==> config.mk <==
export PLATFORM = sky130hd
export DESIGN_NAME = hap_profile_cfg
export DESIGN_NICKNAME = d
export VERILOG_FILES = /design/src/hw/hap_profile_cfg.v
export VERILOG_INCLUDE_DIRS = /design/src /design/src/shared
export SDC_FILE = /design/constraint.sdc
export NUM_CORES = 1
export LEC_CHECK = 0
export BUFFER_PORTS_ARGS = -buffer_cell sky130_fd_sc_hd__buf_2
export CORE_MARGIN = 1
export CORE_UTILIZATION = 55
export DETAILED_ROUTE_END_ITERATION = 10
export GPL_TIMING_DRIVEN = 0
export PLACE_DENSITY = 0.85
export REMOVE_ABC_BUFFERS = 1
export SLEW_MARGIN = 30
export SYNTH_ARGS = -nofsm -noshare
export SYNTH_HDL_FRONTEND = slang
export SYNTH_SLANG_ARGS = --single-unit
export TNS_END_PERCENT = 50
==> constraint.sdc <==
create_clock -name clock -period 4.4 [get_ports clock]
set_input_delay 0.88 -clock clock [delete_from_list [all_inputs] [get_ports clock]]
set_output_delay 0.88 -clock clock [all_outputs]
set_load 0.05 [all_outputs]
==> src/shared/hap_map.vh <==
// Address map, field layout, defaults and timing figures of the hot-alert profile registers
`ifndef HAP_MAP_VH
`define HAP_MAP_VH

// ----------------------------------------
// Register offsets
// ----------------------------------------
`define HAP_OFS_VOLT_DEG    8'h36
`define HAP_OFS_PEAK_CUR    8'h37
`define HAP_OFS_SRC_EN      8'h38

// ----------------------------------------
// Reset values
// ----------------------------------------
`define HAP_RST_VOLT_DEG    8'h39
`define HAP_RST_PEAK_CUR    8'h4A
`define HAP_RST_SRC_EN      8'hA0

// ----------------------------------------
// Fields of the voltage/deglitch register
// ----------------------------------------
`define HAP_VSYS_TH_HI      7
`define HAP_VSYS_TH_LO      2
`define HAP_NOMINAL_CURRENT_DEGLITCH_SEL_BIT    1
`define HAP_LOWER_EN_BIT    0

// ----------------------------------------
// Fields of the peak-current register
// ----------------------------------------
`define HAP_PEAK_TH_HI      7
`define HAP_PEAK_TH_LO      3
`define HAP_CRITICAL_CURRENT_DEGLITCH_SEL_HI    2
`define HAP_CRITICAL_CURRENT_DEGLITCH_SEL_LO    1
`define HAP_RATIO_SEL_BIT   0

// ----------------------------------------
// Fields of the source enable register
// ----------------------------------------
`define HAP_EN_VIN_BIT      7
`define HAP_EN_CMP_BIT      6
`define HAP_EN_CRITICAL_CURRENT_TRIGGER_BIT    5
`define HAP_EN_NOMINAL_CURRENT_TRIGGER_BIT     4
`define HAP_EN_IDCHG_BIT    3
`define HAP_EN_VSYS_BIT     2
`define HAP_EN_BAT_BIT      1
`define HAP_EN_AC_BIT       0

// ----------------------------------------
// Idle levels of the inputs: battery and adapter present
// ----------------------------------------
`define HAP_IN_IDLE         8'h03

// ----------------------------------------
// Comparator threshold select codes
// ----------------------------------------
`define HAP_THR_REGULAR     2'h0
`define HAP_THR_83PCT       2'h1
`define HAP_THR_91PCT       2'h2

// ----------------------------------------
// Peak threshold out-of-range codes
// ----------------------------------------
`define HAP_PEAK_OOR_LO     5'h00
`define HAP_PEAK_OOR_HI     5'h1F

// ----------------------------------------
// Timing, in ns, and clock period
// ----------------------------------------
`define HAP_CLK_NS          8
`define HAP_T_INOM0_NS      988000
`define HAP_T_INOM1_NS      64000000
`define HAP_T_ICRIT0_NS     14500
`define HAP_T_ICRIT1_NS     111000
`define HAP_T_ICRIT2_NS     443000
`define HAP_T_ICRIT3_NS     873000
`define HAP_T_BATPULSE_NS   10000

`endif

==> src/hw/hap_profile_cfg.v <==
// Hot-alert profile configuration registers, input filtering, deglitch and alert output
`timescale 1ns/1ns
`include "hap_map.vh"

// ----------------------------------------
// Overview of operation
// - Bits 7..2 of the first option register hold the system voltage level that starts bus discharge in supplement mode.
// - The nominal-current deglitch select gives about 0.988 ms when clear and 64 ms when set, default 0.
// - With the lowered-threshold enable at 0 the input-voltage alert uses the regular setting, at 1 the chosen ratio; default 1.
// - With the lowered threshold active, the ratio select gives 83 percent when 0 and 91 percent when 1, default 0.
// - The 5-bit peak current field in bits 7..3 decodes to a percentage of input limit, 00000b and 11111b out of range, default 9h.
// - The critical-current deglitch field selects 14.5, 111, 443 or 873 us, default 01b.
// - Enable bits 7..4 gate input-voltage, comparator, critical-current and nominal-current sources onto the alert.
// - Enable bits 3..0 gate discharge level one, system voltage, battery removal and adapter removal sources.
// - An enabled battery removal fires one single alert pulse at once.
// - An enabled adapter removal holds the alert output low.
// - The three option registers reset to 39h, 4Ah and A0h and are fully read-write.
// - A register-reset command returns the three option registers to their defaults.
// ----------------------------------------
module hap_profile_cfg #(
  parameter INOM0_CYC   = (`HAP_T_INOM0_NS + `HAP_CLK_NS - 1) / `HAP_CLK_NS,
  parameter INOM1_CYC   = (`HAP_T_INOM1_NS + `HAP_CLK_NS - 1) / `HAP_CLK_NS,
  parameter ICRIT1_CYC  = (`HAP_T_ICRIT1_NS + `HAP_CLK_NS - 1) / `HAP_CLK_NS,
  parameter ICRIT2_CYC  = (`HAP_T_ICRIT2_NS + `HAP_CLK_NS - 1) / `HAP_CLK_NS,
  parameter ICRIT3_CYC  = (`HAP_T_ICRIT3_NS + `HAP_CLK_NS - 1) / `HAP_CLK_NS,
  parameter CNT_W       = 24
) (
  input  wire       clock,              // System clock, 125 MHz
  input  wire       rst_n,              // Synchronous reset, active low
  input  wire [7:0] reg_addr,           // Register offset
  input  wire [7:0] reg_wdata,          // Write data
  input  wire       reg_wr,             // Write strobe, one cycle
  input  wire       reg_rd,             // Read strobe, one cycle
  input  wire       reg_reset_cmd,      // Register-reset command pulse
  output reg  [7:0] reg_rdata,          // Read data
  output reg        reg_rvalid,         // Read data valid pulse
  input  wire       vin_trip,           // Input-voltage comparator tripped
  input  wire       cmp_trip,           // Independent comparator tripped
  input  wire       critical_current_trigger_trip,         // Critical current above limit
  input  wire       nominal_current_trigger_trip,          // Nominal current above limit
  input  wire       idchg1_trip,        // Discharge level one tripped
  input  wire       vsys_trip,          // System voltage low
  input  wire       bat_present,        // Battery present level
  input  wire       adapter_ok,         // Adapter present level
  output reg  [5:0] sys_voltage_supplement_threshold, // Supplement-mode voltage level
  output reg  [1:0] vin_alert_thr_sel,  // Comparator threshold select
  output reg  [8:0] peak_current_pct,   // Peak input current threshold, percent
  output reg        peak_current_oor,   // Peak threshold code out of range
  output reg        hot_alert_out_n     // Hot alert to processor, active low
);

  // Kept unsized and cut to the counter width where used
  localparam ICRIT0_CYC = (`HAP_T_ICRIT0_NS + `HAP_CLK_NS - 1) / `HAP_CLK_NS;
  localparam BATP_CYC   = (`HAP_T_BATPULSE_NS + `HAP_CLK_NS - 1) / `HAP_CLK_NS;
  localparam NSRC = 8;
  localparam [NSRC-1:0] IN_IDLE = `HAP_IN_IDLE;

  reg  [7:0]       volt_deg_r;
  reg  [7:0]       peak_cur_r;
  reg  [7:0]       src_en_r;
  reg  [NSRC-1:0]  sync1_r;
  reg  [NSRC-1:0]  sync2_r;
  reg  [NSRC-1:0]  sync3_r;
  reg  [NSRC-1:0]  filt_r;
  reg  [CNT_W-1:0] nominal_current_trigger_cnt_r;
  reg  [CNT_W-1:0] critical_current_trigger_cnt_r;
  reg  [CNT_W-1:0] batp_cnt_r;
  reg              nominal_current_trigger_ok_r;
  reg              critical_current_trigger_ok_r;
  reg              bat_prev_r;
  reg  [CNT_W-1:0] nominal_current_trigger_tgt;
  reg  [CNT_W-1:0] critical_current_trigger_tgt;
  wire [NSRC-1:0]  raw_in;
  wire             alert_any;

  // Peak threshold code to percent of input current limit
  function [8:0] hap_peak_pct;
    input [4:0] code;
    begin
      case (code)
        5'h18:   hap_peak_pct = 9'h0E1;
        5'h19:   hap_peak_pct = 9'h0FA;
        5'h1A:   hap_peak_pct = 9'h113;
        5'h1B:   hap_peak_pct = 9'h12C;
        5'h1C:   hap_peak_pct = 9'h15E;
        5'h1D:   hap_peak_pct = 9'h190;
        5'h1E:   hap_peak_pct = 9'h1C2;
        5'h00:   hap_peak_pct = 9'h000;
        5'h1F:   hap_peak_pct = 9'h000;
        default: hap_peak_pct = 9'h069 + 9'h005 * {4'h0, code};
      endcase
    end
  endfunction

  // ----------------------------------------
  // Register file
  // ----------------------------------------

  // Reset command beats a write in the same cycle
  always @(posedge clock) begin
    if (!rst_n || reg_reset_cmd) begin
      volt_deg_r <= `HAP_RST_VOLT_DEG;
      peak_cur_r <= `HAP_RST_PEAK_CUR;
      src_en_r   <= `HAP_RST_SRC_EN;
    end else if (reg_wr) begin
      case (reg_addr)
        `HAP_OFS_VOLT_DEG: volt_deg_r <= reg_wdata;
        `HAP_OFS_PEAK_CUR: peak_cur_r <= reg_wdata;
        `HAP_OFS_SRC_EN:   src_en_r   <= reg_wdata;
        default:           volt_deg_r <= volt_deg_r;
      endcase
    end
  end

  // Read port, unmapped offsets read zero
  always @(posedge clock) begin
    if (!rst_n) begin
      reg_rdata  <= 8'h00;
      reg_rvalid <= 1'b0;
    end else begin
      reg_rvalid <= reg_rd;
      case (reg_addr)
        `HAP_OFS_VOLT_DEG: reg_rdata <= volt_deg_r;
        `HAP_OFS_PEAK_CUR: reg_rdata <= peak_cur_r;
        `HAP_OFS_SRC_EN:   reg_rdata <= src_en_r;
        default:           reg_rdata <= 8'h00;
      endcase
    end
  end

  // ----------------------------------------
  // Input filtering
  // ----------------------------------------

  // Same bit order as the enable register, so the enable bit names index it
  assign raw_in = {vin_trip, cmp_trip, critical_current_trigger_trip, nominal_current_trigger_trip,
                   idchg1_trip, vsys_trip, bat_present, adapter_ok};

  // Three stages; a level is taken only once stages two and three agree
  genvar gi;
  generate
    for (gi = 0; gi < NSRC; gi = gi + 1) begin : g_sync
      always @(posedge clock) begin
        if (!rst_n) begin
          sync1_r[gi] <= IN_IDLE[gi];
          sync2_r[gi] <= IN_IDLE[gi];
          sync3_r[gi] <= IN_IDLE[gi];
          filt_r[gi]  <= IN_IDLE[gi]; // Idle levels: no false removal edge after reset
        end else begin
          sync1_r[gi] <= raw_in[gi];
          sync2_r[gi] <= sync1_r[gi];
          sync3_r[gi] <= sync2_r[gi];
          if (sync2_r[gi] == sync3_r[gi])
            filt_r[gi] <= sync3_r[gi];
        end
      end
    end
  endgenerate

  // ----------------------------------------
  // Deglitch timers
  // ----------------------------------------

  // Selected target counts
  always @* begin
    nominal_current_trigger_tgt = volt_deg_r[`HAP_NOMINAL_CURRENT_DEGLITCH_SEL_BIT] ? INOM1_CYC[CNT_W-1:0] : INOM0_CYC[CNT_W-1:0];
    case (peak_cur_r[`HAP_CRITICAL_CURRENT_DEGLITCH_SEL_HI:`HAP_CRITICAL_CURRENT_DEGLITCH_SEL_LO])
      2'h0:    critical_current_trigger_tgt = ICRIT0_CYC[CNT_W-1:0];
      2'h1:    critical_current_trigger_tgt = ICRIT1_CYC[CNT_W-1:0];
      2'h2:    critical_current_trigger_tgt = ICRIT2_CYC[CNT_W-1:0];
      default: critical_current_trigger_tgt = ICRIT3_CYC[CNT_W-1:0];
    endcase
  end

  // Counters restart whenever the condition drops or its profile is off
  always @(posedge clock) begin
    if (!rst_n) begin
      nominal_current_trigger_cnt_r  <= {CNT_W{1'b0}};
      critical_current_trigger_cnt_r <= {CNT_W{1'b0}};
      nominal_current_trigger_ok_r   <= 1'b0;
      critical_current_trigger_ok_r  <= 1'b0;
    end else begin
      if (!(filt_r[`HAP_EN_NOMINAL_CURRENT_TRIGGER_BIT] && src_en_r[`HAP_EN_NOMINAL_CURRENT_TRIGGER_BIT])) begin
        nominal_current_trigger_cnt_r <= {CNT_W{1'b0}};
        nominal_current_trigger_ok_r  <= 1'b0;
      end else if (nominal_current_trigger_cnt_r + 1'b1 >= nominal_current_trigger_tgt) begin
        nominal_current_trigger_ok_r  <= 1'b1;
      end else begin
        nominal_current_trigger_cnt_r <= nominal_current_trigger_cnt_r + 1'b1;
      end
      if (!(filt_r[`HAP_EN_CRITICAL_CURRENT_TRIGGER_BIT] && src_en_r[`HAP_EN_CRITICAL_CURRENT_TRIGGER_BIT])) begin
        critical_current_trigger_cnt_r <= {CNT_W{1'b0}};
        critical_current_trigger_ok_r  <= 1'b0;
      end else if (critical_current_trigger_cnt_r + 1'b1 >= critical_current_trigger_tgt) begin
        critical_current_trigger_ok_r  <= 1'b1;
      end else begin
        critical_current_trigger_cnt_r <= critical_current_trigger_cnt_r + 1'b1;
      end
    end
  end

  // Battery removal one-shot; a new removal restarts the pulse
  always @(posedge clock) begin
    if (!rst_n) begin
      bat_prev_r <= 1'b1;
      batp_cnt_r <= {CNT_W{1'b0}};
    end else begin
      bat_prev_r <= filt_r[`HAP_EN_BAT_BIT];
      if (bat_prev_r && !filt_r[`HAP_EN_BAT_BIT] && src_en_r[`HAP_EN_BAT_BIT])
        batp_cnt_r <= BATP_CYC[CNT_W-1:0];
      else if (batp_cnt_r != {CNT_W{1'b0}})
        batp_cnt_r <= batp_cnt_r - 1'b1;
    end
  end

  // ----------------------------------------
  // Alert combine and config outputs
  // ----------------------------------------

  assign alert_any =
    (filt_r[`HAP_EN_VIN_BIT] && src_en_r[`HAP_EN_VIN_BIT])     ||
    (filt_r[`HAP_EN_CMP_BIT] && src_en_r[`HAP_EN_CMP_BIT])     ||
    critical_current_trigger_ok_r || nominal_current_trigger_ok_r                                    ||
    (filt_r[`HAP_EN_IDCHG_BIT] && src_en_r[`HAP_EN_IDCHG_BIT]) ||
    (filt_r[`HAP_EN_VSYS_BIT] && src_en_r[`HAP_EN_VSYS_BIT])   ||
    (batp_cnt_r != {CNT_W{1'b0}})                              ||
    (!filt_r[`HAP_EN_AC_BIT] && src_en_r[`HAP_EN_AC_BIT]);

  // All outputs registered so the analog side sees clean levels
  always @(posedge clock) begin
    if (!rst_n) begin
      hot_alert_out_n                  <= 1'b1;
      sys_voltage_supplement_threshold <= 6'h00;
      vin_alert_thr_sel                <= `HAP_THR_REGULAR;
      peak_current_pct                 <= 9'h000;
      peak_current_oor                 <= 1'b0;
    end else begin
      hot_alert_out_n <= !alert_any;
      sys_voltage_supplement_threshold <= volt_deg_r[`HAP_VSYS_TH_HI:`HAP_VSYS_TH_LO];
      if (!volt_deg_r[`HAP_LOWER_EN_BIT])
        vin_alert_thr_sel <= `HAP_THR_REGULAR;
      else if (peak_cur_r[`HAP_RATIO_SEL_BIT])
        vin_alert_thr_sel <= `HAP_THR_91PCT;
      else
        vin_alert_thr_sel <= `HAP_THR_83PCT;
      peak_current_pct <= hap_peak_pct(peak_cur_r[`HAP_PEAK_TH_HI:`HAP_PEAK_TH_LO]);
      peak_current_oor <= (peak_cur_r[`HAP_PEAK_TH_HI:`HAP_PEAK_TH_LO] == `HAP_PEAK_OOR_LO) ||
                          (peak_cur_r[`HAP_PEAK_TH_HI:`HAP_PEAK_TH_LO] == `HAP_PEAK_OOR_HI);
    end
  end

endmodule

**Word-level counts from Yosys, hierarchy flattened**

Index checks and enable logic that the tools add are counted.

- Register bits: 159
- Input bits: 29
- Output and inout port bits: 28
- Word-level logic and storage cells: 119

- Reduce and logical (&&, ||, !) cells: 34
- $lt $le $gt $ge: 2
- Add/subtract/negate cells: 4
- Equality and inequality tests: 21
- Bitwise operators: 1
- Muxes and demuxes: 7
- Multiply operators: 1

Operators with widths:

| cell | number |
|---|---|
| case mux 9 bit (8 select lines) | 1 |
| case mux 17 bit (3 select lines) | 1 |
| adder 24 x 1 -> 24 bit (second input constant) | 2 |
| equality test 5 bit (second input constant) | 8 |
| equality test 8 x 6 -> 1 bit (second input constant) | 3 |
| greater-or-equal comparator 24 x 23 -> 1 bit | 1 |
| greater-or-equal comparator 24 bit | 1 |
| case mux 8 bit (3 select lines) | 1 |
| nonzero test 24 bit | 1 |
| subtractor 24 x 1 -> 24 bit (second input constant) | 1 |
| two-way mux 23 bit | 1 |
| two-way mux 11 bit | 2 |
| AND reduction 2 bit | 6 |
| adder 7 x 8 -> 9 bit (first input constant) | 1 |
| logical AND 1 bit | 9 |
| logical OR 1 bit | 9 |
| equality test 1 bit | 8 |
| multiplier 3 x 5 -> 8 bit (first input constant) | 1 |
| logical NOT 5 bit | 1 |
| logical NOT 1 bit | 4 |
| OR reduction 2 bit | 2 |
| equality test 2 x 1 -> 1 bit (second input constant) | 1 |
| equality test 2 bit (second input constant) | 1 |
| logical NOT 2 bit | 1 |
| other kinds (3) | 3 |

**Logic depth before layout (Yosys ltp)**

- Word-level depth: 9
- Gate-level depth with buffers: 17
- Mapped depth without buffers: 15

**Worst setup path before layout**

No wires, ideal clock.

- Path kind: reg2reg
- Start point: reg nominal_current_trigger_cnt_r[0]
- End point: reg nominal_current_trigger_cnt_r[7]
- Clock period less this slack: 3.816 ns
- Data required time: 4.284 ns
- Setup slack: 0.584 ns
- Path buffers: 2
- Stages on the path, launching flop included: 18
- Arrival time: 3.700 ns
- Setup time: 0.116 ns
- Cells stage by stage: dfxtp_1 > ha_1 > clkbuf_1 > nand2_1 > nor3_1 > and3_1 > and3_1 > and3_1 > xor2_1 > ha_1 > and3_1 > nand3_1 > or4_1 > a22oi_1 > a31o_2 > clkbuf_1 > nor2_2 > a31o_2

- Word-level cells in the longest chain between the ends: 2

RTL lines:

| item | line | RTL |
|---|---|---|
| start: declaration | hap_profile_cfg.v:65 | `reg [CNT_W-1:0] nominal_current_trigger_cnt_r;` |
| start signal: assignment | hap_profile_cfg.v:178 | `nominal_current_trigger_cnt_r <= {CNT_W{1'b0}};` |
| start signal: assignment | hap_profile_cfg.v:184 | `nominal_current_trigger_cnt_r <= {CNT_W{1'b0}};` |
| start signal: assignment | hap_profile_cfg.v:189 | `nominal_current_trigger_cnt_r <= nominal_current_trigger_cnt_r + 1'b1;` |
| adder 24 x 1 -> 24 bit (*) | hap_profile_cfg.v:186, hap_profile_cfg.v:189 |  |
| greater-or-equal comparator 24 x 23 -> 1 bit | hap_profile_cfg.v:186 | `end else if (nominal_current_trigger_cnt_r + 1'b1 >= nominal_current_trigger_tgt) begin` |

Mark *: on every way between the ends. The rest lies on a longest branch, timed or not.
A chain may end at the register's enable or synchronous reset.

**Worst setup path in the final report**

- Start point: reg critical_current_trigger_cnt_r[1]
- End point: reg critical_current_trigger_cnt_r[8]

- Word-level cells in the longest chain between the ends: 2

RTL lines:

| item | line | RTL |
|---|---|---|
| start: declaration | hap_profile_cfg.v:66 | `reg [CNT_W-1:0] critical_current_trigger_cnt_r;` |
| start signal: assignment | hap_profile_cfg.v:179 | `critical_current_trigger_cnt_r <= {CNT_W{1'b0}};` |
| start signal: assignment | hap_profile_cfg.v:192 | `critical_current_trigger_cnt_r <= {CNT_W{1'b0}};` |
| start signal: assignment | hap_profile_cfg.v:197 | `critical_current_trigger_cnt_r <= critical_current_trigger_cnt_r + 1'b1;` |
| adder 24 x 1 -> 24 bit (*) | hap_profile_cfg.v:194, hap_profile_cfg.v:197 |  |
| greater-or-equal comparator 24 bit | hap_profile_cfg.v:194 | `end else if (critical_current_trigger_cnt_r + 1'b1 >= critical_current_trigger_tgt) begin` |

Marked as above.

==> results.md <==
- Worst setup path startpoint: critical_current_trigger_cnt_r[1]$_SDFFE_PN0N_
- Setup WS post-layout: roughly 220 ps
- Clk slew on worst S/H paths: around 60 ps
- Via count of the first global-routing pass: 6720
- Gpl congestion: 0.9126
- Starting Density: about 56%
- Clk sinks: approximately 160
- HPWL after detailed placement: 12300 um
- Tcrit/Tclk final: 95.00%
- Worst R2R Start: critical_current_trigger_cnt_r[1]$_SDFFE_PN0N_
- FF-to-FF End: critical_current_trigger_cnt_r[8]$_SDFFE_PN0N_
- Skew final: about 8.6 ps
- Clk_lat worst skew: 430 ps
- Max Slew Vio Count: 0
- Status: completed
- Via/cell ratio: 6.079
- R2r setup slk: around 220 ps
- Placed cells: 1161
- Most area-hungry cell type in the Yosys netlist: dfxtp_1
- Fin Setup TNS: 0 ps
- Layout Utilization: a little under two thirds
- Most frequent cells in the layout: 159 x dfxtp_1, 99 x nand2_1, 85 x nor2_1
- # rows: 44
- DR WL/cell: 15.61 um
- Final #Nets: 1077
- Critical Path Sink Type: flop
- Maximum clock path buffer count: 2
- CP max FO: 11
- Avg Cell Area, Syn: 8.526 sq um
- Worst slew margin: 36.97%
- TritonRoute pass-1 iters: 5
- Type of origin of the critical path: flop
- Global-route wire length before repair: about 31000 um
- Worst path depth: 14
- HP Class: flop to flop
- Share of layout cells above drive strength 1: 12.98%
- Pleak: 3.954 nW
- Ranking of synthesized cells by area: dfxtp_1 39%, ha_1 7.8%, nand2_1 4.5%
- Core Area: 14530 sq um
- Post-Place Worst Slack: 168.4 ps
- Syn. warnings: 0
- CP delay by family, top: simple AND/OR/NAND/NOR gates
- Main synth FF type: dfxtp_1
- CP Class: flop to flop
- PD cells: 405.3 nW/um^2
- Worst-path cell chain: ha_1, and4_2, and2_2, nand3_1, nor2_1, and3_1, xor2_1, ha_1, a21o_1, a21o_1, a221oi_1, o2111ai_2, or4_1, a21oi_1
- H-Tree Depth: 4
- DRC: 0
- I/O Buffers: between 50 and 60
- Endpoints failing hold: 0
- GRT Overall Usage: 25.88%
- Largest net degree at the start of global routing: between 60 and 70
- CP Data Arrival Time: between 4000 and 5000 ps
- DRT antenna net count: 0
- Time the worst path needs with I/O delays and setup: 4180 ps
- FMAX: 239.2 MHz
- Die Footprint: 15400 sq um
- VDD IR max: about 0.46 mV
- DIE WIDTH: 124.1 um
- Yosys reg bits: approximately 160
- CTS buffer count: 17
- Initial antenna violation count: 1
- MaxCap Viol Count: 0
- RSZ-0062 raised after global routing: no
- DIE HEIGHT: ~120 um
- Most common cell after layout, fill and taps aside: dfxtp_1
- Global route overflow: 0
- Sequential fraction of the synthesis area: 38.81%
- FILL cells: 1175
- Post-synth cell types: 70
- Worst slew pin tran: about 950 ps
- Mapped cell area: 8202 sq um
- Final setup viols: 0
- Worst Setup EP: critical_current_trigger_cnt_r[8]$_SDFFE_PN0N_
- Worst Reg-to-Reg Cells: 14
- Clock root buffer: clkbuf_16
- Critical Path RT: 4740 ps
- Post-synth ARST share: 0%
- EDFF count, synth: 0
- Post-Route WL: 18640 um
- Syn Inst Count: 962
- IO Pins: 57
- CTS tree: yes
- Slowest stage cell, crit path: or4_1
- CP max stage delay: between 500 and 600 ps
- Drt first-iter violations: slightly below 700
- Finished Layout Cells: 1194
- Layout area overhead: 13.12%
- Crit path buf inv count: 0
- Area share of the largest cell type after synthesis: 38.81%
- Vias: a little over 7000
[state kept, by name, indices dropped and copies added, names as in the netlist]
register and count:
sync1_r 8, critical_current_trigger_ok_r 1, hot_alert_out_n 1, filt_r 8, vin_alert_thr_sel 2, batp_cnt_r 24, src_en_r 8, peak_current_pct 9
reg_rvalid 1, sync3_r 8, bat_prev_r 1, sync2_r 8, sys_voltage_supplement_threshold 6, peak_cur_r 8, volt_deg_r 8, nominal_current_trigger_ok_r 1
reg_rdata 8, critical_current_trigger_cnt_r 24, nominal_current_trigger_cnt_r 24, peak_current_oor 1
[worst register-to-register path, delay by kind of cell, from the launching register on]
kind	cells	cell delay, ps
xor gates and xnor gates	1	100
DFF	1	400
and+or+nand+nor	6	1830
adders and majority gates	2	470
AOI/OAI and AO/OA	5	1290
[worst min path at each step]
stage	start	end	slack, ps	cells past startpoint
floorplan	sync1_r[0]$_SDFF_PN1_	sync2_r[0]$_SDFF_PN1_	390	1
global placement	sync1_r[0]$_SDFF_PN1_	sync2_r[0]$_SDFF_PN1_	390	1
detailed placement	sync1_r[1]$_SDFF_PN1_	sync2_r[1]$_SDFF_PN1_	410	1
CTS	sync1_r[1]$_SDFF_PN1_	sync2_r[1]$_SDFF_PN1_	420	1
global route	sync1_r[7]$_SDFF_PN0_	sync2_r[7]$_SDFF_PN0_	450	1
finish	sync1_r[1]$_SDFF_PN1_	sync2_r[1]$_SDFF_PN1_	420	1
[cell usage after synthesis (4+ instances only)]
master and instances:
o21ai_0 26, a21o_1 8, or2_2 5, a41o_1 6, a31o_2 20, nor2b_1 7, nand2b_1 12, clkbuf_1 32
inv_1 30, or4_1 10, and3_1 32, a222oi_1 8, nand3_1 45, and2_1 35, mux2i_1 5, buf_2 6
o21a_1 9, and4_1 7, a21oi_1 52, a31oi_1 19, o31ai_1 7, a21boi_0 10, or3_1 9, a211oi_1 4
dfxtp_1 159, o311ai_0 4, xor2_1 21, nand2_1 99, nor4_1 8, xnor2_1 37, nor3_1 19, ha_1 51
nand4_1 23, nor2_1 86
[power breakdown]
| part | switching (mW) | internal [mW] | total (mW) |
|---|---|---|---|
| logic | 0.274 | 0.202 | 0.476 |
| registers | 0.0552 | 1.52 | 1.57 |
| clock network | 0.617 | 1.10 | 1.71 |
| total | 0.947 | 2.81 | 3.76 |
[cell type report]
cell class | count | area, sq um | share of cell area [%]
timing repair buffer | 56 | 280.3 | 3.021
inverter | 30 | 112.6 | 1.214
tap | 184 | 230.2 | 2.481
antenna | 1 | 2.502 | 0.02697
multi-input combinational | 732 | 4778 | 51.50
sequential | 159 | 3183 | 34.31
clock inverter | 13 | 247.7 | 2.670
clock buffer | 19 | 442.9 | 4.774
[metrics by stage]
step / cell area (sq um) / power [mW] / hold WS [ps]
detailed placement: 8556 / 2.067 / 407.2
global placement: 8541 / 2.053 / 389.1
global route: 9278 / 3.917 / 449.2
CTS: 9246 / 3.779 / 422.2
floorplan: 8030 / 1.965 / 386.3
finish: 9278 / 3.761 / 421.4
[cell families after synthesis]
kind of cell / synth area share (%)
DFF: 38.81
adders and majority gates: 8.024
muxes: 0.6102
and+or+nand+nor: 25.74
xor gates and xnor gates: 6.194
buffers and inverters: 3.463
AOI/OAI and AO/OA: 17.16
[routing by layer]
| layer | track usage (%) | vias up | wire, um |
|---|---|---|---|
| met1 | 33.13 | 3432 | 8314 |
| met4 | 10.12 | 0 | 291 |
| met5 | 0 | - | 0 |
| li1 | - | 3532 | - |
| met3 | 4.670 | 35 | 1024 |
| met2 | 43.02 | 259 | 9006 |
[repair_timing]
action | in CTS | in global routing
resized for setup | 0 | 5
hold buffers | 0 | 0
endpoints found under the setup margin | 0 | 28
setup buffers | 0 | 0
Note: power is estimated with default switching activity, not from simulation.
